===== src/hw/srct_map.svh =====
// register offsets, field positions, reset values and counts of the sequencer
// ****************************************************************************
// ****************************************************************************
`ifndef SRCT_MAP_SVH
`define SRCT_MAP_SVH
`define SRCT_OFF_CTRL      12'h000
`define SRCT_OFF_TUNE      12'h004
`define SRCT_OFF_ADDR      12'h008
`define SRCT_OFF_AUX       12'h00c
`define SRCT_OFF_STATUS    12'h010
`define SRCT_CTRL_RETUNE   0
`define SRCT_CTRL_RXRETUNE 1
`define SRCT_CTRL_PLLONLY  2
`define SRCT_CTRL_SEQ_LSB  3
`define SRCT_CTRL_LANE_LSB 8
`define SRCT_TUNE_MODE_LSB 8
`define SRCT_TUNE_EN_LSB   16
`define SRCT_LANE_EN_RST   8'hff
`define SRCT_HOLD_CYC      8'h10
`endif


===== src/hw/srct_pkg.sv =====
// types of the serdes reset and equalizer tuning sequencer
package srct_pkg;
  typedef enum logic [2:0] {
    S_INIT  = 3'b000, S_PLL  = 3'b001, S_LOCK = 3'b010, S_RST  = 3'b011,
    S_RDONE = 3'b100, S_TWR  = 3'b101, S_TRD  = 3'b110, S_DONE = 3'b111
  } srct_state_t;
  typedef enum logic [2:0] {
    OWN_NONE = 3'b000, OWN_FULL = 3'b001, OWN_ANA = 3'b010,
    OWN_RATE = 3'b011, OWN_TUNE = 3'b100
  } srct_owner_t;
  typedef struct packed {
    logic        rd;
    logic        wr;
    logic [15:0] addr;
    logic [15:0] wdata;
  } srct_cfg_req_t;
  typedef struct packed {
    logic        ready;
    logic [15:0] rdata;
  } srct_cfg_rsp_t;
  typedef struct packed {
    logic [7:0] tx_en;
    logic [7:0] rx_en;
    logic       recal;
    logic       tx_rst;
    logic       rx_rst;
    logic       fab_rst;
    logic       done;
    logic       busy;
  } srct_lane_out_t;
  typedef struct packed {
    srct_state_t    fsm;
    srct_owner_t    own;
    logic           issued;
    logic [2:0]     pend;
    logic [7:0]     cnt;
    logic           rx_only;
    logic           pll_only;
    logic [2:0]     user_req;
    logic [7:0]     tune_mask;
    logic [7:0]     tuned;
    logic [7:0]     dis_mask;
    logic [7:0]     lane_en;
    logic [3:0]     mode;
    logic [2:0]     lane_sel;
    logic [15:0]    stat_addr;
    logic [15:0]    mode_addr;
    logic [15:0]    aux_addr;
    logic [15:0]    aux_data;
    logic [31:0]    prdata;
    srct_cfg_req_t  req;
    srct_lane_out_t out;
  } srct_st_t;
endpackage


===== src/hw/srct_seq.sv =====
// reset sequencer, config-port arbiter and equalizer tuner for one octal
//
// The address map and the APB register port were chosen for this implementation.
`timescale 1ns/1ps
`default_nettype none
`include "srct_map.svh"
module srct_seq
  import srct_pkg::*;
(
  input  wire logic        pclk,
  input  wire logic        presetn,
  input  wire logic        psel,
  input  wire logic        penable,
  input  wire logic        pwrite,
  input  wire logic [11:0] paddr,
  input  wire logic [31:0] pwdata,
  output logic      [31:0] prdata,
  output logic             pready,
  output logic             pslverr,
  input  wire logic        tx_reset_complete,
  input  wire logic        rx_reset_complete,
  input  wire logic        tx_pll_locked,
  input  wire logic        rx_pll_locked,
  input  wire srct_cfg_rsp_t cfg_rsp,
  output srct_cfg_req_t    cfg_req,
  output logic      [7:0]  tx_serializer_enable,
  output logic      [7:0]  rx_deserializer_enable,
  output logic             pll_recalibrate,
  output logic             tx_side_reset,
  output logic             rx_side_reset,
  output logic             rx_fabric_if_reset,
  output logic             fsm_done,
  output logic             config_port_busy
);

  // ****************************************************************
  // state
  // ****************************************************************
  srct_st_t st;
  srct_st_t next_st;
  logic     xfer_done;
  logic     tune_all_done;
  logic     addr_ok;

  function automatic logic [7:0] lane_mask_f(input logic [7:0] want,
                                             input logic [7:0] dis,
                                             input logic [7:0] en);
    lane_mask_f = want & ~dis & en;
  endfunction

  function automatic logic [7:0] lane_dec_f(input logic [2:0] sel);
    lane_dec_f = 8'h01 << sel;
  endfunction

  assign pready = 1'b1;
  assign addr_ok = (paddr == `SRCT_OFF_CTRL) || (paddr == `SRCT_OFF_TUNE) ||
                   (paddr == `SRCT_OFF_ADDR) || (paddr == `SRCT_OFF_AUX) ||
                   (paddr == `SRCT_OFF_STATUS);
  assign pslverr = psel && penable && !addr_ok;
  assign prdata  = st.prdata;
  assign cfg_req = st.req;
  assign tx_serializer_enable   = st.out.tx_en;
  assign rx_deserializer_enable = st.out.rx_en;
  assign pll_recalibrate        = st.out.recal;
  assign tx_side_reset          = st.out.tx_rst;
  assign rx_side_reset          = st.out.rx_rst;
  assign rx_fabric_if_reset     = st.out.fab_rst;
  assign fsm_done               = st.out.done;
  assign config_port_busy       = st.out.busy;

  always_comb begin
    next_st = st;
    next_st.req.rd = 1'b0;
    next_st.req.wr = 1'b0;
    xfer_done = 1'b0;
    tune_all_done = ((cfg_rsp.rdata[7:0] & st.tune_mask) == st.tune_mask);

    // ****************************************************************
    // config port: one owner, one transaction at a time
    // ****************************************************************
    if (st.own == OWN_NONE) begin
      // full rx reset first, then analog reset, then rate change
      if (st.pend[0]) begin
        next_st.own = OWN_FULL;
      end else if (st.pend[1]) begin
        next_st.own = OWN_ANA;
      end else if (st.pend[2]) begin
        next_st.own = OWN_RATE;
      end else if (st.fsm == S_TWR || st.fsm == S_TRD) begin
        next_st.own = OWN_TUNE;
      end
    end else if (!st.issued) begin
      next_st.issued = 1'b1;
      if (st.own == OWN_TUNE) begin
        next_st.req.rd = (st.fsm == S_TRD);
        next_st.req.wr = (st.fsm == S_TWR);
        next_st.req.addr  = (st.fsm == S_TRD) ? st.stat_addr : st.mode_addr;
        next_st.req.wdata = {4'h0, st.mode, st.tune_mask};
      end else begin
        // each sequencer writes its own word above the base address
        next_st.req.wr    = 1'b1;
        next_st.req.addr  = st.aux_addr + {13'h0000, st.own};
        next_st.req.wdata = st.aux_data;
      end
    end else if (cfg_rsp.ready) begin
      // port stays held until the octal answers
      next_st.issued = 1'b0;
      next_st.own    = OWN_NONE;
      xfer_done      = (st.own == OWN_TUNE);
      unique case (st.own)
        OWN_FULL: next_st.pend[0] = 1'b0;
        OWN_ANA:  next_st.pend[1] = 1'b0;
        OWN_RATE: next_st.pend[2] = 1'b0;
        default:  next_st.pend = st.pend;
      endcase
    end

    // ****************************************************************
    // reset and tuning sequence
    // ****************************************************************
    unique case (st.fsm)
      S_INIT: begin
        next_st.fsm = S_PLL;
        next_st.cnt = `SRCT_HOLD_CYC;
      end
      S_PLL: begin
        next_st.cnt = st.cnt - 8'h01;
        if (st.cnt == 8'h01) begin
          next_st.fsm = S_LOCK;
        end
      end
      S_LOCK: begin
        if (tx_pll_locked && rx_pll_locked) begin
          if (st.pll_only) begin
            next_st.fsm      = S_DONE;
            next_st.pll_only = 1'b0;
          end else begin
            next_st.fsm = S_RST;
            next_st.cnt = `SRCT_HOLD_CYC;
          end
        end
      end
      S_RST: begin
        next_st.cnt = st.cnt - 8'h01;
        if (st.cnt == 8'h01) begin
          next_st.fsm = S_RDONE;
        end
      end
      S_RDONE: begin
        if ((st.rx_only || tx_reset_complete) && rx_reset_complete) begin
          next_st.rx_only   = 1'b0;
          next_st.tuned     = 8'h00;
          next_st.tune_mask = lane_mask_f(st.tune_mask, st.dis_mask, st.lane_en);
          if (lane_mask_f(st.tune_mask, st.dis_mask, st.lane_en) == 8'h00) begin
            next_st.fsm = S_DONE;
          end else begin
            next_st.fsm = S_TWR;
          end
        end
      end
      S_TWR: begin
        if (xfer_done) begin
          next_st.fsm = S_TRD;
        end
      end
      S_TRD: begin
        // keep polling until every selected lane reports finished
        if (xfer_done) begin
          next_st.tuned = cfg_rsp.rdata[7:0] & st.tune_mask;
          if (tune_all_done) begin
            next_st.fsm = S_DONE;
          end
        end
      end
      S_DONE: begin
        if (st.user_req[`SRCT_CTRL_PLLONLY]) begin
          next_st.user_req[`SRCT_CTRL_PLLONLY] = 1'b0;
          next_st.pll_only = 1'b1;
          next_st.fsm      = S_PLL;
          next_st.cnt      = `SRCT_HOLD_CYC;
        end else if (st.user_req[`SRCT_CTRL_RXRETUNE]) begin
          next_st.user_req[`SRCT_CTRL_RXRETUNE] = 1'b0;
          next_st.rx_only   = 1'b1;
          next_st.tune_mask = 8'hff;
          next_st.fsm       = S_RST;
          next_st.cnt       = `SRCT_HOLD_CYC;
        end else if (st.user_req[`SRCT_CTRL_RETUNE]) begin
          next_st.user_req[`SRCT_CTRL_RETUNE] = 1'b0;
          next_st.tuned = 8'h00;
          // only the selected lane is retuned, no reset is repeated
          next_st.tune_mask = lane_mask_f(lane_dec_f(st.lane_sel),
                                          st.dis_mask, st.lane_en);
          if (lane_mask_f(lane_dec_f(st.lane_sel), st.dis_mask, st.lane_en) == 8'h00) begin
            next_st.fsm = S_DONE;
          end else begin
            next_st.fsm = S_TWR;
          end
        end
      end
    endcase

    // ****************************************************************
    // apb slave; writes come last so a new request beats a clear
    // ****************************************************************
    if (psel && !penable) begin
      unique case (paddr)
        `SRCT_OFF_CTRL:   next_st.prdata = {21'h0, st.lane_sel, 2'h0, st.pend, st.user_req};
        `SRCT_OFF_TUNE:   next_st.prdata = {8'h0, st.lane_en, 4'h0, st.mode, st.dis_mask};
        `SRCT_OFF_ADDR:   next_st.prdata = {st.mode_addr, st.stat_addr};
        `SRCT_OFF_AUX:    next_st.prdata = {st.aux_data, st.aux_addr};
        `SRCT_OFF_STATUS: next_st.prdata = {8'h0, st.tuned, 8'h0, st.own,
                                            st.fsm, st.out.busy, st.out.done};
        default:          next_st.prdata = 32'h0000_0000;
      endcase
    end
    if (psel && penable && pwrite) begin
      unique case (paddr)
        `SRCT_OFF_CTRL: begin
          next_st.user_req = next_st.user_req | pwdata[2:0];
          next_st.pend     = next_st.pend | pwdata[`SRCT_CTRL_SEQ_LSB +: 3];
          next_st.lane_sel = pwdata[`SRCT_CTRL_LANE_LSB +: 3];
        end
        `SRCT_OFF_TUNE: begin
          next_st.dis_mask = pwdata[7:0];
          next_st.mode     = pwdata[`SRCT_TUNE_MODE_LSB +: 4];
          next_st.lane_en  = pwdata[`SRCT_TUNE_EN_LSB +: 8];
        end
        `SRCT_OFF_ADDR: begin
          next_st.stat_addr = pwdata[15:0];
          next_st.mode_addr = pwdata[31:16];
        end
        `SRCT_OFF_AUX: begin
          next_st.aux_addr = pwdata[15:0];
          next_st.aux_data = pwdata[31:16];
        end
        default: next_st.aux_addr = next_st.aux_addr;
      endcase
    end

    // ****************************************************************
    // registered outputs follow the next state
    // ****************************************************************
    next_st.out.tx_en = (next_st.fsm == S_INIT) ? 8'h00 : next_st.lane_en;
    next_st.out.rx_en = (next_st.fsm == S_INIT) ? 8'h00 : next_st.lane_en;
    next_st.out.recal = (next_st.fsm == S_PLL) &&
                        ((|next_st.out.tx_en) || (|next_st.out.rx_en));
    next_st.out.tx_rst = !next_st.pll_only &&
                         ((next_st.fsm inside {S_INIT, S_PLL, S_LOCK}) ||
                          (next_st.fsm == S_RST && !next_st.rx_only));
    next_st.out.rx_rst = !next_st.pll_only &&
                         (next_st.fsm inside {S_INIT, S_PLL, S_LOCK, S_RST});
    next_st.out.fab_rst = next_st.out.rx_rst;
    next_st.out.done    = (next_st.fsm == S_DONE);
    // busy also covers requests still waiting for the port
    next_st.out.busy = (next_st.own != OWN_NONE) || (|next_st.pend) ||
                       (next_st.fsm inside {S_TWR, S_TRD});
  end

  always_ff @(posedge pclk or negedge presetn) begin
    if (!presetn) begin
      st           <= '0;
      st.fsm       <= S_INIT;
      st.own       <= OWN_NONE;
      st.tune_mask <= 8'hff;
      st.lane_en   <= `SRCT_LANE_EN_RST;
      st.out       <= '{tx_en: 8'h00, rx_en: 8'h00, recal: 1'b0, tx_rst: 1'b1,
                        rx_rst: 1'b1, fab_rst: 1'b1, done: 1'b0, busy: 1'b0};
    end else begin
      st <= next_st;
    end
  end
endmodule
`default_nettype wire


===== config.mk =====
export PLATFORM = sky130hd
export DESIGN_NAME = srct_seq
export DESIGN_NICKNAME = d
export VERILOG_FILES = /design/src/hw/srct_pkg.sv /design/src/hw/srct_seq.sv
export VERILOG_INCLUDE_DIRS = /design/src /design/src/hw
export SDC_FILE = /design/constraint.sdc
export NUM_CORES = 1
export LEC_CHECK = 0
export BUFFER_PORTS_ARGS = -buffer_cell sky130_fd_sc_hd__buf_2
export CAP_MARGIN = 0
export CORE_MARGIN = 1
export CORE_UTILIZATION = 60
export DETAILED_ROUTE_END_ITERATION = 10
export PLACE_DENSITY = 0.8
export SYNTH_ARGS = -nofsm -noshare
export SYNTH_HDL_FRONTEND = slang
export SYNTH_SLANG_ARGS = --single-unit
export TNS_END_PERCENT = 30

===== constraint.sdc =====
create_clock -name pclk -period 4.9 [get_ports pclk]
set_clock_uncertainty 0.05 [all_clocks]
set_input_delay 0.735 -clock pclk [delete_from_list [all_inputs] [get_ports pclk]]
set_output_delay 0.735 -clock pclk [all_outputs]
set_load 0.005 [all_outputs]

After elaboration in Yosys (flattened, before gate mapping):

Cells that the tools add are included.

* bits in registers: 205
* output and inout port bits: 90

* add/sub/neg operators: 2
* equality and inequality tests: 32
* shift operators: 1
* multiplexer cells: 68
* bitwise gates (word level): 10
* reduce and logical (&&, ||, !) cells: 47

Operators with widths (count)
* 32-bit case mux with 5 select lines: 1
* 16-bit two-way mux: 5
* 79-bit two-way mux: 1
* 3-bit two-way mux: 25
* 34-bit two-way mux: 2
* 8-bit two-way mux: 7
* 8-bit bitwise AND: 5
* 33-bit two-way mux: 1
* 32-bit two-way mux: 1
* 8-bit case mux with 4 select lines: 1
* 12-bit by 4-bit == test with 1-bit output, second input constant: 2
* 3-bit == test, second input constant: 8
* 3-bit case mux with 8 select lines: 1
* 8-bit case mux with 3 select lines: 1
* 3-bit by 2-bit == test with 1-bit output, second input constant: 6
* 18-bit two-way mux: 1
* 16-bit by 3-bit adder with 16-bit output: 1
* 8-bit logical NOT: 2
* 8-bit case mux with 2 select lines: 1
* 2-bit != test, second input constant: 7
* 12-bit by 3-bit == test with 1-bit output, second input constant: 1
* 12-bit by 5-bit == test with 1-bit output, second input constant: 1
* 12-bit logical NOT: 1
* 1-bit two-way mux: 12
* 27 further kinds: 66

Logic depth before layout (Yosys ltp):

* depth in word-level cells: 13
* gate-level depth with buffers: 9

Least setup slack after synthesis:

OpenSTA, ideal clock, no wires.

* path type: input-to-reg
* from: in paddr[7]
* to: reg st[122] in the netlist's numbering
* setup time: 127 ps
* arrival: 2814 ps
* data required time: 4723 ps
* path slack: 1909 ps
* stages: 7
* buffers on the path: 2
* path through: or4_1 or4_4 nor3b_4 and2_1 buf_4 buf_6 mux2_1

* word-level cells in the longest chain between the ends: 2

RTL lines
* start: declaration: line srct_seq.sv:15 `input wire logic [11:0] paddr,`
* 12-bit by 4-bit == test with 1-bit output: line srct_seq.sv:217 `unique case (paddr)`
* 2-bit AND reduction (no source line)
* end signal: assignment: line srct_seq.sv:269 `st <= next_st;`
* end: declaration: line srct_seq.sv:39 `srct_st_t st;`

No other way between the ends.
A chain may end at the register's enable or synchronous reset.

Worst setup path after layout:

* from: in paddr[7]
* to: reg st[155] in the netlist's numbering

* word-level cells in the longest chain between the ends: 2

RTL lines (line)
* 12-bit by 3-bit == test with 1-bit output: srct_seq.sv:217
* 2-bit AND reduction (no source line)

No other way between the ends.

==> results.cfg <==
[status]
status = finished clean

[timing]
rsz0062_at_grt = false
hold_ws_ns = 0.275
slew_headroom_pct = 27.6
finalCriticalPeriod_ns = 3.15
hold_viol = 0
fmax_ghz = 0.318
setup_tns_ns = 0
fin_crit_sh_pct = 64.2
setup_viol = 0
tightest_slew_ns = 1.08
maxSlewViolCount = 0

[synth]
yosys_warnings = 0
synth_cell_types = 70
postSynthAreaPerCell_um2 = 10.3
synth_edf_count = 0
synthArstFlopShare_pct = 100
yosys.area.top_type_share_pct = 44.5
syn_area_um2 = 10500
synth-seq-cells = 205
ys_seq_area_share_pct = 49.0
synth_largest_area_cell = dfrtp_1
synth.area.top_cells = dfrtp_1 45%, mux2_2 7.6%, buf_4 6.2%
postSynthCellCount = 1017
syn-num-nets = 1093
synth-main-ff-cell = dfrtp_1

[global_routing]
grt_first_pass_wirelength_um = 44800
met1_usage_pct = 43.9
grt_pass1_vias = 8282
use_met3_pct = 6.20
gr-total-overflow = 0
top_usage_layer = met2
track_usage_pct = 32.0
grtUsageMet2_pct = 50.7
grt_max_degree = 110
antenna_found_initial = 1

[pwr]
power.total_mw = 4.68
intPower_mw = 3.27
p_leak_nw = 5.50
clkPwrFrac_pct = 36.1
power_frac_seq_pct = 46.2
pwr-share-comb_pct = 17.7
peakVddDrop_mv = 0.291
switching_share_pct = 30.2
net-switching-power_mw = 1.41
power.density_nw_per_um2 = 406

[critical_path]
r2r-start = st[160]
end_kind = flip-flop
regToRegEndpoint = tx_side_reset
critPathRequiredTime_ns = 5.23
setup.worst_path.class = input port to flip-flop
crit_path_start_kind = input port
ff2ff_setup_slack_ns = 1.99
r2r_cells = 7
crit_fanout = 30
cp.arrival_ns = 3.48

[die]
die-width_um = 134
num_rows = 48
ios = 160
die_y_um = 134
start_util_pct = 61.2
core_um2 = 17200
die-area_um2 = 18000

[drt]
dr_total_vias = 8273
avgViaCountPerCell = 6.33
wl_per_cell_um = 21.3
antenna_left = 0
drc_errors = 0
drtPass1Iterations = 5
drt-initial-drc-count = 787
routed_wl_um = 27900

[worst_hold_path]
hp-class = input port to async pin

[place]
hpwl_um = 18700
place_congestion = 0.936
placedCellCount = 1265
portBuffers = 150

[cells_and_area]
layout_common_cells = 187 x dfrtp_1, 149 x buf_2, 122 x nand2_1, 81 x o21ai_0, 71 x mux2_2
layout-drive-gt1-share_pct = 28.1
layoutNonFillerInstCount = 1306
layout_commonest_cell = dfrtp_1
area_growth_pct = 9.81
nets = 1140

[clock_tree]
root_buffer = clkbuf_16
clk_pin_slew_ns = 0.06
cts_sinks = 205
post_cts_resized = 0
cts_tree = built
cts_hold_buf = 0
cts_max_level = 1
postCtsSetupBuffers = 0
ctsLongestPathBuffers = 3
numCtsBuffers = 22
clock_latency_ns = 0.51

[job]
max_cap_violations = 0
[cells in the mapped netlist (all sizes together), types with 2 or more instances]
cell type,n
dfrtp,187
nand2,122
mux2,102
buf,99
o21ai,81
clkbuf,44
nor2,44
a22o,23
a31oi,22
a22oi,21
inv,21
nand3,20
a21oi,18
a221oi,18
dfstp,18
and3,16
nor3b,15
nand3b,14
nand2b,13
nor3,13
nor4,10
xor2,10
a21o,5
ha,5
nor2b,5
or3,5
xnor2,5
and2,4
mux2i,4
nand4,3
nor4b,3
o211ai,3
o21bai,3
o221ai,3
or2,3
or4,3
a21boi,2
a221o,2
and3b,2
nand4b,2
o21a,2
o21ba,2
o22ai,2
[power by group through the flow]
stage	Sequential [mW]	Combinational (mW)	Clock (mW)
after detailed placement	2.17	0.821	0
after global placement	2.17	0.797	0
after global routing	2.18	0.932	1.78
final	2.16	0.831	1.69
after CTS	2.15	0.831	1.71
after floorplan	2.05	0.687	0
[how the worst max path moves through the flow]
stage                        start  endpoint  slack, ns  depth (start not counted)
after global placement    paddr[7]   st[155]       1.37                          7
final                     paddr[7]   st[155]       1.75                          7
after floorplan           paddr[7]   st[122]       1.91                          7
after CTS                 paddr[7]   st[155]       1.82                          7
after global routing      paddr[7]   st[155]       1.67                          7
after detailed placement  paddr[7]   st[155]       1.32                          7
[metrics by stage]
step / setup slack, ns / util (%) / cell area (um^2)
after floorplan: 1.91 / - / 10500
after global placement: 1.37 / 62.9 / 10800
after detailed placement: 1.32 / 62.9 / 10800
after CTS: 1.82 / 67.1 / 11500
after global routing: 1.67 / 67.2 / 11500
final: 1.75 / 67.2 / 11500
[cell families after synthesis]
logic type	count (synthesis)	share of synthesized area (%)
buffers and inverters	164	9.28
and+or+nand+nor	301	14.5
DFF	205	49.0
AOI/OAI and AO/OA	219	13.8
adders and majority gates	6	0.786
muxes	106	11.3
xor gates and xnor gates	15	1.25
other	1	0.0357
[flip-flops by register name, indices dropped and copies added, names as in the netlist]
signal	flops
st	126
prdata	32
config_port_busy	1
cfg_req	34
rx_fabric_if_reset	1
rx_deserializer_enable	8
pll_recalibrate	1
tx_side_reset	1
fsm_done	1
[cell type report]
class,instances,area [um^2]
diodes,1,2.50
clock buffers,32,639
clock inverters,8,96.3
fillers,1338,5640
inverters,21,78.8
multi-input cells,648,4390
flip-flops and latches,205,5150
well taps,225,282
repair buffers,166,892
[metal layers]
layer	routed length (um)	vias up	part of all wire, %
met5	0	-	0
li1	-	3644	-
met1	11500	4112	41
met4	917	0	3.3
met3	2390	72	8.6
met2	13000	445	47
[critical path, cell delays in order]
cell and delay [ns]:
buf_2 0.09, or4_1 0.55, or4_4 0.56, nor3b_2 0.76, nand2_1 0.11, buf_4 0.29, mux2_1 0.36
Note: power is estimated with default switching activity, not from simulation.
